`config.mk`:
```
export PLATFORM = sky130hd
export DESIGN_NAME = smprc_ctrl
export DESIGN_NICKNAME = d
export VERILOG_FILES = /design/src/smprc_pkg.sv /design/src/smprc_ctrl.sv
export SDC_FILE = /design/constraint.sdc
export NUM_CORES = 2
export LEC_CHECK = 0
export BUFFER_PORTS_ARGS = -buffer_cell sky130_fd_sc_hd__buf_2
export CELL_PAD_IN_SITES_DETAIL_PLACEMENT = 1
export CELL_PAD_IN_SITES_GLOBAL_PLACEMENT = 1
export CORE_MARGIN = 2
export CORE_UTILIZATION = 50
export CTS_CLUSTER_DIAMETER = 100
export DETAILED_ROUTE_END_ITERATION = 6
export GPL_ROUTABILITY_DRIVEN = 0
export PLACE_DENSITY = 0.89
export SLEW_MARGIN = 20
export SYNTH_ARGS = -nofsm -noshare
export SYNTH_HDL_FRONTEND = slang
export SYNTH_SLANG_ARGS = --single-unit
```
`constraint.sdc`:
```
create_clock -name ref_clk_i -period 5.2 [get_ports ref_clk_i]
set_clock_uncertainty 0.1 [all_clocks]
set_input_delay 0.52 -clock ref_clk_i [delete_from_list [all_inputs] [get_ports ref_clk_i]]
set_output_delay 0.52 -clock ref_clk_i [all_outputs]
set_load 0.01 [all_outputs]
```
`src/smprc_pkg.sv`:
```
package smprc_pkg;

    ////////////////////////////////////////////////////////////////////////////
    // Register map
    localparam int        NUM_CS      = 6;
    localparam logic [7:0] OFS_SETUP   = 8'h00;
    localparam logic [7:0] OFS_PULSE   = 8'h04;
    localparam logic [7:0] OFS_CYCLE   = 8'h08;
    localparam logic [7:0] OFS_MODE    = 8'h0c;
    localparam logic [7:0] CS_STRIDE   = 8'h10;
    localparam logic [7:0] CS_AREA_END = 8'h60;
    localparam logic [7:0] OFS_WPMR    = 8'he4;
    localparam logic [7:0] OFS_WPSR    = 8'he8;
    localparam logic [1:0] IDX_SETUP   = 2'd0;
    localparam logic [1:0] IDX_PULSE   = 2'd1;
    localparam logic [1:0] IDX_CYCLE   = 2'd2;
    localparam logic [1:0] IDX_MODE    = 2'd3;

    // Reset values
    localparam logic [31:0] RST_SETUP = 32'h01010101;
    localparam logic [31:0] RST_PULSE = 32'h01010101;
    localparam logic [31:0] RST_CYCLE = 32'h00030003;
    localparam logic [31:0] RST_MODE  = 32'h10001000;

    // Field positions in setup, pulse and cycle registers
    localparam int POS_WR_STB = 0;
    localparam int POS_CS_WR  = 8;
    localparam int POS_RD_STB = 16;
    localparam int POS_CS_RD  = 24;

    // Field positions in mode register
    localparam int         POS_BUS_WIDTH = 12;
    localparam int         POS_BYTE_ACC  = 8;
    localparam int         POS_PAGE_EN   = 24;
    localparam int         POS_PAGE_SIZE = 28;
    localparam logic [1:0] BUS_W16       = 2'd1;
    localparam logic [1:0] BUS_W32       = 2'd2;

    // Protection registers
    localparam int POS_WP_EN = 0;
    localparam int POS_VIOL  = 0;
    localparam int POS_VSRC  = 8;

    ////////////////////////////////////////////////////////////////////////////
    // Types
    typedef enum logic [1:0] {S_IDLE, S_ACC, S_PGOPEN} smprc_state_e;

    typedef struct packed {
        logic        wr;
        logic [2:0]  cs;
        logic [25:0] addr;
        logic [3:0]  be;
        logic [31:0] wdata;
    } smprc_req_s;

    typedef struct packed {
        logic [5:0]  chip_select_n;
        logic        read_strobe_n;
        logic        write_strobe_n;
        logic [3:0]  byte_sel_n;
        logic [25:0] addr;
        logic [31:0] wdata;
        logic        data_oe;
    } smprc_pins_s;

    typedef struct packed {
        logic [NUM_CS-1:0][3:0][31:0] cfg;
        logic [NUM_CS-1:0][3:0][31:0] act;
        logic                         write_protect_enable;
        logic                         viol;
        logic [15:0]                  vsrc;
        logic                         ack;
        logic [31:0]                  bus_rdata;
        smprc_state_e                 st;
        logic                         page;
        logic [2:0]                   cs;
        logic                         wr;
        logic [25:0]                  addr;
        logic [3:0]                   be;
        logic [31:0]                  wdata;
        logic [10:0]                  cnt;
        logic [10:0]                  cs_on;
        logic [10:0]                  cs_off;
        logic [10:0]                  st_on;
        logic [10:0]                  st_off;
        logic [10:0]                  t_end;
        logic                         pg_open;
        logic [2:0]                   pg_cs;
        logic [25:0]                  pg_addr;
        logic                         rsp_valid;
        logic [31:0]                  rsp_rdata;
    } smprc_regs_s;

    ////////////////////////////////////////////////////////////////////////////
    // Field decoders, lengths in clock cycles
    function automatic logic [10:0] setup_len(input logic [5:0] f);
        setup_len = {3'h0, f[5], 7'h00} + {6'h00, f[4:0]};
    endfunction

    function automatic logic [10:0] pulse_len(input logic [6:0] f);
        pulse_len = {2'h0, f[6], 8'h00} + {5'h00, f[5:0]};
    endfunction

    function automatic logic [10:0] cycle_len(input logic [8:0] f);
        cycle_len = {1'b0, f[8:7], 8'h00} + {4'h0, f[6:0]};
    endfunction

endpackage

```
`src/smprc_ctrl.sv`:
```
// Design decision made here: the Avalon-MM slave port.
module smprc_ctrl
    import smprc_pkg::*;
(
    input  wire logic        ref_clk_i,
    input  wire logic        rst_n_i,
    input  wire logic        ce_i,
    input  wire logic [7:0]  avs_address_i,
    input  wire logic        avs_read_i,
    input  wire logic        avs_write_i,
    input  wire logic [31:0] avs_writedata_i,
    input  wire logic [3:0]  avs_byteenable_i,
    output logic      [31:0] avs_readdata_o,
    output logic             avs_waitrequest_o,
    input  wire logic        req_valid_i,
    input  smprc_req_s       req_i,
    output logic             req_ready_o,
    input  wire logic        other_access_i,
    output logic             rsp_valid_o,
    output logic      [31:0] rsp_rdata_o,
    input  wire logic [31:0] mem_rdata_i,
    output smprc_pins_s      pins_o
);

    smprc_regs_s q;
    smprc_regs_s d;
    logic        bus_req;
    logic [2:0]  bus_cs;
    logic [1:0]  bus_reg;
    logic [2:0]  cs_sel;
    logic [31:0] a_setup;
    logic [31:0] a_pulse;
    logic [31:0] a_cycle;
    logic [31:0] a_mode;
    logic [31:0] q_mode;
    logic [25:0] off_m;
    logic [25:0] lane_addr;
    logic        pg_rd;
    logic        hit;
    logic        acc;
    logic        cs_low;
    logic        stb_low;
    logic [10:0] first_len;
    logic [10:0] sub_len;
    logic [10:0] rd_cs_setup;
    logic        viol_set;
    logic        viol_clr;
    logic [31:0] rd_mux;

    ////////////////////////////////////////////////////////////////////////////
    // Register bus decode
    assign bus_req           = avs_read_i | avs_write_i;
    assign bus_cs            = avs_address_i[6:4];
    assign bus_reg           = avs_address_i[3:2];
    assign avs_waitrequest_o = bus_req & ~(q.ack & ce_i);
    assign avs_readdata_o    = q.bus_rdata;

    ////////////////////////////////////////////////////////////////////////////
    // Active configuration of the requested chip select
    assign cs_sel      = (req_i.cs < 3'(NUM_CS)) ? req_i.cs : 3'd0;
    assign a_setup     = q.act[cs_sel][IDX_SETUP];
    assign a_pulse     = q.act[cs_sel][IDX_PULSE];
    assign a_cycle     = q.act[cs_sel][IDX_CYCLE];
    assign a_mode      = q.act[cs_sel][IDX_MODE];
    assign q_mode      = q.act[(q.cs < 3'(NUM_CS)) ? q.cs : 3'd0][IDX_MODE];
    assign first_len   = pulse_len(a_pulse[POS_CS_RD +: 7]);
    assign sub_len     = pulse_len(a_pulse[POS_RD_STB +: 7]);
    assign rd_cs_setup = setup_len(a_setup[POS_CS_RD +: 6]);

    // Page offset mask from the page size, pages aligned to their size
    assign off_m = 26'((26'd4 << a_mode[POS_PAGE_SIZE +: 2]) - 26'd1);
    assign pg_rd = ~req_i.wr & a_mode[POS_PAGE_EN];

    // Same chip select and same page bits, sequential or not
    assign hit = q.pg_open & (q.pg_cs == req_i.cs)
               & (((q.pg_addr ^ req_i.addr) & ~off_m) == 26'd0);

    // Lane bits below the device width are not driven
    always_comb begin
        lane_addr = req_i.addr;
        if (a_mode[POS_BUS_WIDTH +: 2] == BUS_W16) begin
            lane_addr[0] = 1'b0;
        end else if (a_mode[POS_BUS_WIDTH +: 2] == BUS_W32) begin
            lane_addr[1:0] = 2'b00;
        end
    end

    // Request handshake
    assign req_ready_o = ce_i & ((q.st == S_IDLE)
                       | ((q.st == S_PGOPEN) & hit & pg_rd & ~other_access_i));
    assign acc         = req_valid_i & req_ready_o;

    ////////////////////////////////////////////////////////////////////////////
    // External pins
    assign cs_low  = ((q.st == S_ACC) & (q.cnt >= q.cs_on) & (q.cnt < q.cs_off))
                   | (q.st == S_PGOPEN);
    assign stb_low = ((q.st == S_ACC) & (q.cnt >= q.st_on) & (q.cnt < q.st_off))
                   | (q.st == S_PGOPEN);

    always_comb begin
        pins_o.chip_select_n  = ~(6'(cs_low) << q.cs);
        pins_o.read_strobe_n  = ~(stb_low & ~q.wr);
        pins_o.write_strobe_n = ~(stb_low & q.wr & (q.st == S_ACC));
        pins_o.addr           = q.addr;
        pins_o.wdata          = q.wdata;
        pins_o.data_oe        = q.wr & (q.st == S_ACC);
        // Byte selects follow the byte access type, also in page mode
        if (!cs_low) begin
            pins_o.byte_sel_n = 4'hf;
        end else if (!q_mode[POS_BYTE_ACC]) begin
            pins_o.byte_sel_n = ~q.be;
        end else begin
            pins_o.byte_sel_n = 4'h0;
        end
    end

    assign rsp_valid_o = q.rsp_valid;
    assign rsp_rdata_o = q.rsp_rdata;

    ////////////////////////////////////////////////////////////////////////////
    // Next state
    always_comb begin
        d           = q;
        d.rsp_valid = 1'b0;
        viol_set    = 1'b0;
        viol_clr    = 1'b0;
        rd_mux      = 32'h0;

        // Read data mux, sampled when a bus request is first seen
        if (avs_address_i < CS_AREA_END) begin
            rd_mux = q.cfg[bus_cs][bus_reg];
        end else if (avs_address_i == OFS_WPMR) begin
            rd_mux[POS_WP_EN] = q.write_protect_enable;
        end else if (avs_address_i == OFS_WPSR) begin
            rd_mux[POS_VIOL]       = q.viol;
            rd_mux[POS_VSRC +: 16] = q.vsrc;
        end
        d.ack = bus_req & ~q.ack;
        if (d.ack) begin
            d.bus_rdata = rd_mux;
        end

        // Register writes on the accepting edge
        if (q.ack && avs_write_i) begin
            if (avs_address_i < CS_AREA_END) begin
                if (q.write_protect_enable) begin
                    viol_set = 1'b1;
                    d.vsrc   = {8'h00, avs_address_i};
                end else begin
                    for (int b = 0; b < 4; b++) begin
                        if (avs_byteenable_i[b]) begin
                            d.cfg[bus_cs][bus_reg][8*b +: 8] = avs_writedata_i[8*b +: 8];
                        end
                    end
                    if (bus_reg == IDX_MODE) begin
                        d.act = d.cfg;
                    end
                end
            end else if (avs_address_i == OFS_WPMR && avs_byteenable_i[0]) begin
                d.write_protect_enable = avs_writedata_i[POS_WP_EN];
            end
        end
        if (q.ack && avs_read_i && avs_address_i == OFS_WPSR) begin
            viol_clr = 1'b1;
        end
        d.viol = (q.viol & ~viol_clr) | viol_set;

        // Access sequencer
        case (q.st)
            S_IDLE: begin
                if (acc) begin
                    d.cnt = 11'd0;
                    if (req_i.cs >= 3'(NUM_CS)) begin
                        d.rsp_valid = 1'b1;
                        d.rsp_rdata = 32'h0;
                    end else begin
                        d.st    = S_ACC;
                        d.cs    = req_i.cs;
                        d.wr    = req_i.wr;
                        d.addr  = lane_addr;
                        d.be    = req_i.be;
                        d.wdata = req_i.wdata;
                        d.page  = pg_rd;
                        if (pg_rd) begin
                            // New page: long first access, setup and cycle unused
                            d.t_end  = first_len;
                            d.cs_on  = 11'd0;
                            d.cs_off = first_len;
                            d.st_on  = 11'd0;
                            d.st_off = first_len;
                        end else if (req_i.wr) begin
                            d.cs_on  = setup_len(a_setup[POS_CS_WR +: 6]);
                            d.cs_off = 11'(d.cs_on + pulse_len(a_pulse[POS_CS_WR +: 7]));
                            d.st_on  = setup_len(a_setup[POS_WR_STB +: 6]);
                            d.st_off = 11'(d.st_on + pulse_len(a_pulse[POS_WR_STB +: 7]));
                            d.t_end  = cycle_len(a_cycle[POS_WR_STB +: 9]);
                        end else begin
                            d.cs_on  = rd_cs_setup;
                            d.cs_off = 11'(rd_cs_setup + first_len);
                            d.st_on  = setup_len(a_setup[POS_RD_STB +: 6]);
                            d.st_off = 11'(d.st_on + sub_len);
                            d.t_end  = cycle_len(a_cycle[POS_RD_STB +: 9]);
                        end
                    end
                end
            end
            S_ACC: begin
                if (11'(q.cnt + 11'd1) >= q.t_end) begin
                    d.rsp_valid = 1'b1;
                    d.cnt       = 11'd0;
                    if (!q.wr) begin
                        d.rsp_rdata = mem_rdata_i;
                    end
                    if (q.page) begin
                        // Hold the page open with chip select and read strobe low
                        d.st      = S_PGOPEN;
                        d.pg_open = 1'b1;
                        d.pg_cs   = q.cs;
                        d.pg_addr = q.addr;
                    end else begin
                        d.st = S_IDLE;
                    end
                end else begin
                    d.cnt = 11'(q.cnt + 11'd1);
                end
            end
            S_PGOPEN: begin
                if (other_access_i) begin
                    d.st      = S_IDLE;
                    d.pg_open = 1'b0;
                end else if (acc) begin
                    // Same page: short access, sequential or not
                    d.st     = S_ACC;
                    d.cnt    = 11'd0;
                    d.addr   = lane_addr;
                    d.be     = req_i.be;
                    d.t_end  = sub_len;
                    d.cs_on  = 11'd0;
                    d.cs_off = sub_len;
                    d.st_on  = 11'd0;
                    d.st_off = sub_len;
                end else if (req_valid_i) begin
                    // Page break: release chip select, restart from idle
                    d.st      = S_IDLE;
                    d.pg_open = 1'b0;
                end
            end
            default: begin
                d.st = S_IDLE;
            end
        endcase
    end

    ////////////////////////////////////////////////////////////////////////////
    // State register, frozen while the clock enable is low
    always_ff @(posedge ref_clk_i or negedge rst_n_i) begin
        if (!rst_n_i) begin
            q    <= '0;
            q.st <= S_IDLE;
            for (int c = 0; c < NUM_CS; c++) begin
                q.cfg[c][IDX_SETUP] <= RST_SETUP;
                q.cfg[c][IDX_PULSE] <= RST_PULSE;
                q.cfg[c][IDX_CYCLE] <= RST_CYCLE;
                q.cfg[c][IDX_MODE]  <= RST_MODE;
                q.act[c][IDX_SETUP] <= RST_SETUP;
                q.act[c][IDX_PULSE] <= RST_PULSE;
                q.act[c][IDX_CYCLE] <= RST_CYCLE;
                q.act[c][IDX_MODE]  <= RST_MODE;
            end
        end else if (ce_i) begin
            q <= d;
        end
    end
endmodule // smprc_ctrl

```
Word-level counts from Yosys, hierarchy flattened
Index checks and enable logic that the tools add are counted.
{ "word_totals": {"reg_bits": 1777, "latch_bits": 0, "mem_bits_rw": 0, "mem_bits_ro": 0, "input_bits": 149, "output_inout_bits": 138, "elab_cells": 277, "memories": 0} }
{ "op_classes": {"add_sub_neg": 16, "n_mul": 0, "div_mod_pow": 0, "magnitude_cmp": 15, "n_eq_ne": 19, "shifts": 2, "n_mux": 89, "bitwise_logic": 41, "n_reduce_logical": 24} }
{ "ops": {"columns": ["cell", "count"], "rows": [
  ["$mux 768", 13],
  ["$bwmux 768", 4],
  ["$demux 128 s3", 4],
  ["$bmux 128 s3", 3],
  ["$mux 128", 5],
  ["$demux 32 s2", 4],
  ["$mux 135", 1],
  ["$mux 66", 2],
  ["$mux 126", 1],
  ["$mux 55", 2],
  ["$pmux 55 s2", 1],
  ["$mux 105", 1],
  ["$mux 32", 3],
  ["$mux 30", 3],
  ["$mux 69", 1],
  ["$mux 33", 2],
  ["$pmux 33 s2", 1],
  ["$bmux 32 s2", 1],
  ["$mux 63", 1],
  ["$pmux 30 s2", 1],
  ["$mux 53", 1],
  ["$add 9x10->11", 4],
  ["$add 9x6->10", 4],
  ["$add 8x5->9", 4],
  ["51 further kinds", 139]
]} }

Longest topological paths before layout
{ "logic_depth": {"ltp_word": 23, "depth_mapped": 21, "depth_no_buf": 17} }

Worst setup path after synthesis
No wires, ideal clock.
{ "synth_path": {"kind": "input port to flip-flop", "start": "input port req_i[62] in the netlist's numbering", "end": "register q[78] in the netlist's numbering", "setup_time_ns": 0.130, "t_arrival_ns": 4.099, "required_time_ns": 4.970, "slack_ns": 0.871, "path_stages": 21, "n_path_buf": 7, "cell_sequence": "buf_4 > buf_6 > buf_2 > buf_2 > buf_1 > clkbuf_1 > buf_2 > mux2i_1 > o22a_1 > o21ai_0 > ha_1 > inv_1 > fa_1 > nor2b_1 > o21ai_0 > nand2b_1 > xor2_1 > a211oi_1 > o21ai_0 > nand2_1 > o21ai_0"} }
{ "synth_between": {"elab_chain_cells": 18, "word_cells_on_any_way": 38, "classes_between": "8 x add/sub; 2 x order compare; 4 x eq/ne; 1 x shift; 10 x mux; 11 x bitwise; 2 x reduce/logical"} }
{ "synth_lines": {"columns": ["item", "line_no", "text"], "rows": [
  ["from (decl)", "smprc_ctrl.sv:16", "input smprc_req_s req_i,"],
  ["$lt 3x3->1", "smprc_ctrl.sv:60", "assign cs_sel = (req_i.cs < 3'(NUM_CS)) ? req_i.cs : 3'd0;"],
  ["$mux 3", "smprc_ctrl.sv:60", null],
  ["$bmux 128 s3", "smprc_ctrl.sv:61, smprc_ctrl.sv:62, smprc_ctrl.sv:64", null],
  ["$mux 126 (not written as such)", "smprc_ctrl.sv:64", "assign a_mode = q.act[cs_sel][IDX_MODE];"],
  ["$shl 3x2->26", "smprc_ctrl.sv:71", "assign off_m = 26'((26'd4 << a_mode[POS_PAGE_SIZE +: 2]) - 26'd1);"],
  ["$sub 26x1->26", "smprc_ctrl.sv:71", null],
  ["$not 26->26", "smprc_ctrl.sv:76", "& (((q.pg_addr ^ req_i.addr) & ~off_m) == 26'd0);"],
  ["$and 26x26->26", "smprc_ctrl.sv:76", null],
  ["$logic_not 26->1", "smprc_ctrl.sv:76", null],
  ["$and 1x1->1", "smprc_ctrl.sv:76", null],
  ["$and 1x1->1 (3 in series)", "smprc_ctrl.sv:90", "| ((q.st == S_PGOPEN) & hit & pg_rd & ~other_access_i));"],
  ["$or 1x1->1", "smprc_ctrl.sv:90", null],
  ["$and 1x1->1", "smprc_ctrl.sv:89", "assign req_ready_o = ce_i & ((q.st == S_IDLE)"],
  ["$and 1x1->1", "smprc_ctrl.sv:91", "assign acc = req_valid_i & req_ready_o;"],
  ["$ne 2x2->1 (no line)", null, null],
  ["$reduce_and 6->1 (no line)", null, null],
  ["to (decl)", "smprc_ctrl.sv:25", "smprc_regs_s q;"]
]} }
Parallel ways exist; a longest one is shown, timed or not. The select of a mux whose other input is x is not followed.
A chain may end at the register's enable or synchronous reset.

Worst setup path after layout
{ "layout_path": {"start": "register q[119] in the netlist's numbering", "end": "register q[46] in the netlist's numbering"} }
{ "layout_between": {"elab_chain_cells": 3} }
{ "layout_lines": {"columns": ["item", "line_no", "text"], "rows": [
  ["$add 11x1->11", "smprc_ctrl.sv:208", "if (11'(q.cnt + 11'd1) >= q.t_end) begin"],
  ["$ge 11x11->1", "smprc_ctrl.sv:208", null],
  ["$reduce_and 4->1 (no line)", null, null]
]} }
No other way between the ends.

==> metrics <==
number of synthesized register bits=roughly 1.4k; most frequently used cell type in the post-synthesis netlist=dfrtp_1; share of total power in combinational logic=11.5%; post-synthesis instance area=0.0686 mm^2; final setup TNS=0 ns; Vias/cell=roughly 7.0; Root Buffer Master=clkbuf_16; clock transition at the register clock pins on the worst setup and hold paths after CTS=about 0.060 ns; NumNets Final=about 6.6k; overall die height=approximately 370 um; cell row count=135; initial DRC count=7812; total of max-cap violations=0; via count of the first global-routing pass=just over 60k; final wirelength=~280000 um; wire length of the first global-routing pass=414000 um; initial core utilization=50.5%; proportion of power drawn by the clock network=43.3%; RSZ-0062 raised after global routing=no; violated checks=DRC; capturing element type of the critical path=register; area overhead of the layout relative to synthesis=12.7%; area fraction in compound gates after synthesis=roughly an eighth; slew margin rel.=between 10 and 15%; Tmin final=between 4 and 5 ns; pin count of the biggest net entering global routing=219; ranking of synthesized cells by area=dfrtp_1 47%, mux2_2 14%, dfstp_2 6.4%; maximum vdd drop=0.296 mV; half-perimeter wire length of the detailed placement result=164000 um; maximum clock insertion buffer count=3; area share of and/or/nand/nor cells after synthesis=between 10% and 20%; outcome=finished, violations left; data required time of the critical path=5.79 ns; warnings from Yosys=0; Post-Synth XOR/XNOR Area=0.562%; fin crit share=87.8%; core area=0.136 mm^2; Internal Pwr Total=19.6 mW; mean post-synth cell area=11.0 um^2; largest family of logic cells by synthesized area=multiplexers; Post-Synthesis Cells=roughly 6.3k; number of nets still failing antenna checks after routing=0; WHS=0.0647 ns; share of the synthesized area in the top cell type=46.6%; actual transition at the worst max-transition pin=1.34 ns; Synth Net Count=between 6k and 7k; die width=around 370 um; adder and majority gate portion of the synthesized area=1.23%; type of the worst setup path=register to register; number of remaining DRC errors=2; EDFF count, synth=0; CTS H-tree depth=4; DP Cell Count=roughly 7.9k; worst hold-check path type=input port to register; Worst setup SP type=register; number of antenna violations at the first check in global routing=22; routed via count=57.8k; Max Fclk=between 200 and 250 MHz; clock sinks=between 1k and 1.5k; setup repair bufs after CTS=0; number of different library cells in the post-synthesis netlist=76; clock tree from TritonCTS=built; PD cells=~350 mW/mm^2; DRT Pass-1 Iters=7; data arrival time of the critical path=5.15 ns; Final Slew Violations=0; power spent charging and discharging nets=7.59 mW; top flip-flop cell by instance count after synthesis=dfrtp_1; total global-route track usage=39.1%; reported leakage power=36.5 nW; largest area contributor in the synthesized netlist=dfrtp_1; sequential-to-total area share from yosys stat=53.0%; routed len/inst=33.5 um; Post-synth top cells=1277 x dfrtp_1, 986 x nand2_1, 856 x mux2_2, 467 x o21ai_0, 414 x clkbuf_1; I/O pin count=287; number of non-filler instances in the completed layout=8274; register share of total power=45.2%; clock latency of the later-clocked register in the worst-skew pair=about 0.84 ns; DIE AREA=0.140 mm^2; grt total ovfl=0; share of flip-flops with an asynchronous set or reset=100%; final hold viol count=0; Critical Path Fanout Max=28; number of port buffers=286; proportion of synthesized area in mux cells=18.6%; TritonCTS Buffers=157; net switching fraction of the power=27.9%; Setup Viol. Count Final=0; fraction of layout instances using a drive strength above 1=a little over a quarter
## final cells by class
class,count,area [um^2]
Tap cell,1781,2230
Fill cell,13938,58400
Multi-Input combinational cell,4160,29400
Clock inverter,45,627
Antenna cell,14,35.0
Clock buffer,249,4670
Timing Repair Buffer,526,3830
Inverter,54,203
Sequential cell,1445,36400
## worst max-delay path, cell delays in order (launching register included)
cell and delay [ns]:
dfrtp_1 0.54, ha_1 0.29, nand3_1 0.18, nor2_1 0.31, nand3_1 0.18, xnor2_1 0.17
ha_1 0.31, and4_1 0.21, o211ai_1 0.09, o31ai_1 0.10, a311oi_1 0.79, nor2b_1 0.20
nand3_1 0.15, buf_4 0.37, mux2_2 0.41
## logic make-up (layout without fill, tap and decap cells)
| family | Yosys count | after routing |
|---|---|---|
| simple gates | 1633 | 1633 |
| fa+ha+maj | 65 | 65 |
| buf+inv | 649 | 874 |
| other cells | 0 | 14 |
| xor+xnor | 44 | 44 |
| mux | 1159 | 1159 |
| flops | 1445 | 1445 |
| compound gates | 1259 | 1259 |
## sequential cells by signal (all words and copies together), names as in the netlist
register and cells:
avs_readdata_o 32, pins_o 58, q 1322, rsp_rdata_o 32, rsp_valid_o 1
## what timing repair did
item	CTS	global route
endpoints found under the hold margin	200	0
hold buffers	100	0
resized for setup	0	0
setup endpoints to repair	0	0
## placed cells by master (no fill, tap or decap), drive strengths merged, types with 39 or more instances in the layout
cell,instances
o21ai,469
ha,61
dfstp,168
o211ai,39
clkbuf,250
a22o,56
a22oi,400
nand4,92
buf,425
nand3,229
inv,60
mux2,888
nor2,166
nand2,986
dlygate4sd3,100
a21oi,92
dfrtp,1277
mux2i,266
## routing by layer
metal / vias to the layer above / global-route usage, % / share of wire, %
met2: 4517 / 59.7 / 45
met3: 1338 / 12.3 / 12
met4: 26 / 25.6 / 7.4
met5: - / 0 / 0.063
li1: 22444 / - / -
met1: 29435 / 47.8 / 36
## metrics by stage
step	cell area [um^2]	utilization (%)	setup WS (ns)	power, mW
6_report	77400	57.0	0.633	27.2
3_5_place_dp	71000	52.3	0.784	15.3
4_1_cts	77300	56.9	0.767	27.1
5_1_grt	77300	56.9	0.385	27.9
2_1_floorplan	68600	-	0.871	14.2
3_3_place_gp	71000	52.3	0.921	15.2
## final timing paths
check | to | slack [ns] | startpoint | cells after the start
setup / recovery | q[46] | 0.63 | q[119] | 14
hold reg to reg | q[761] | 0.37 | q[761] | 2
max in group asynchronous | q[1048] | 3.30 | rst_n_i | 3
hold / removal | q[62] | 0.06 | req_valid_i | 3
setup reg to reg | q[46] | 0.63 | q[119] | 14
min in group asynchronous | q[1385] | 0.28 | rst_n_i | 2
## power groups by stage
stage	Sequential, mW	Combinational (mW)	Clock (mW)
finish	12.3	3.13	11.8
global route	12.4	3.30	12.2
CTS	12.3	3.03	11.8
detailed placement	12.5	2.89	0
global placement	12.4	2.77	0
floorplan	12.3	1.91	0
Note: power is estimated with default switching activity, not from simulation.
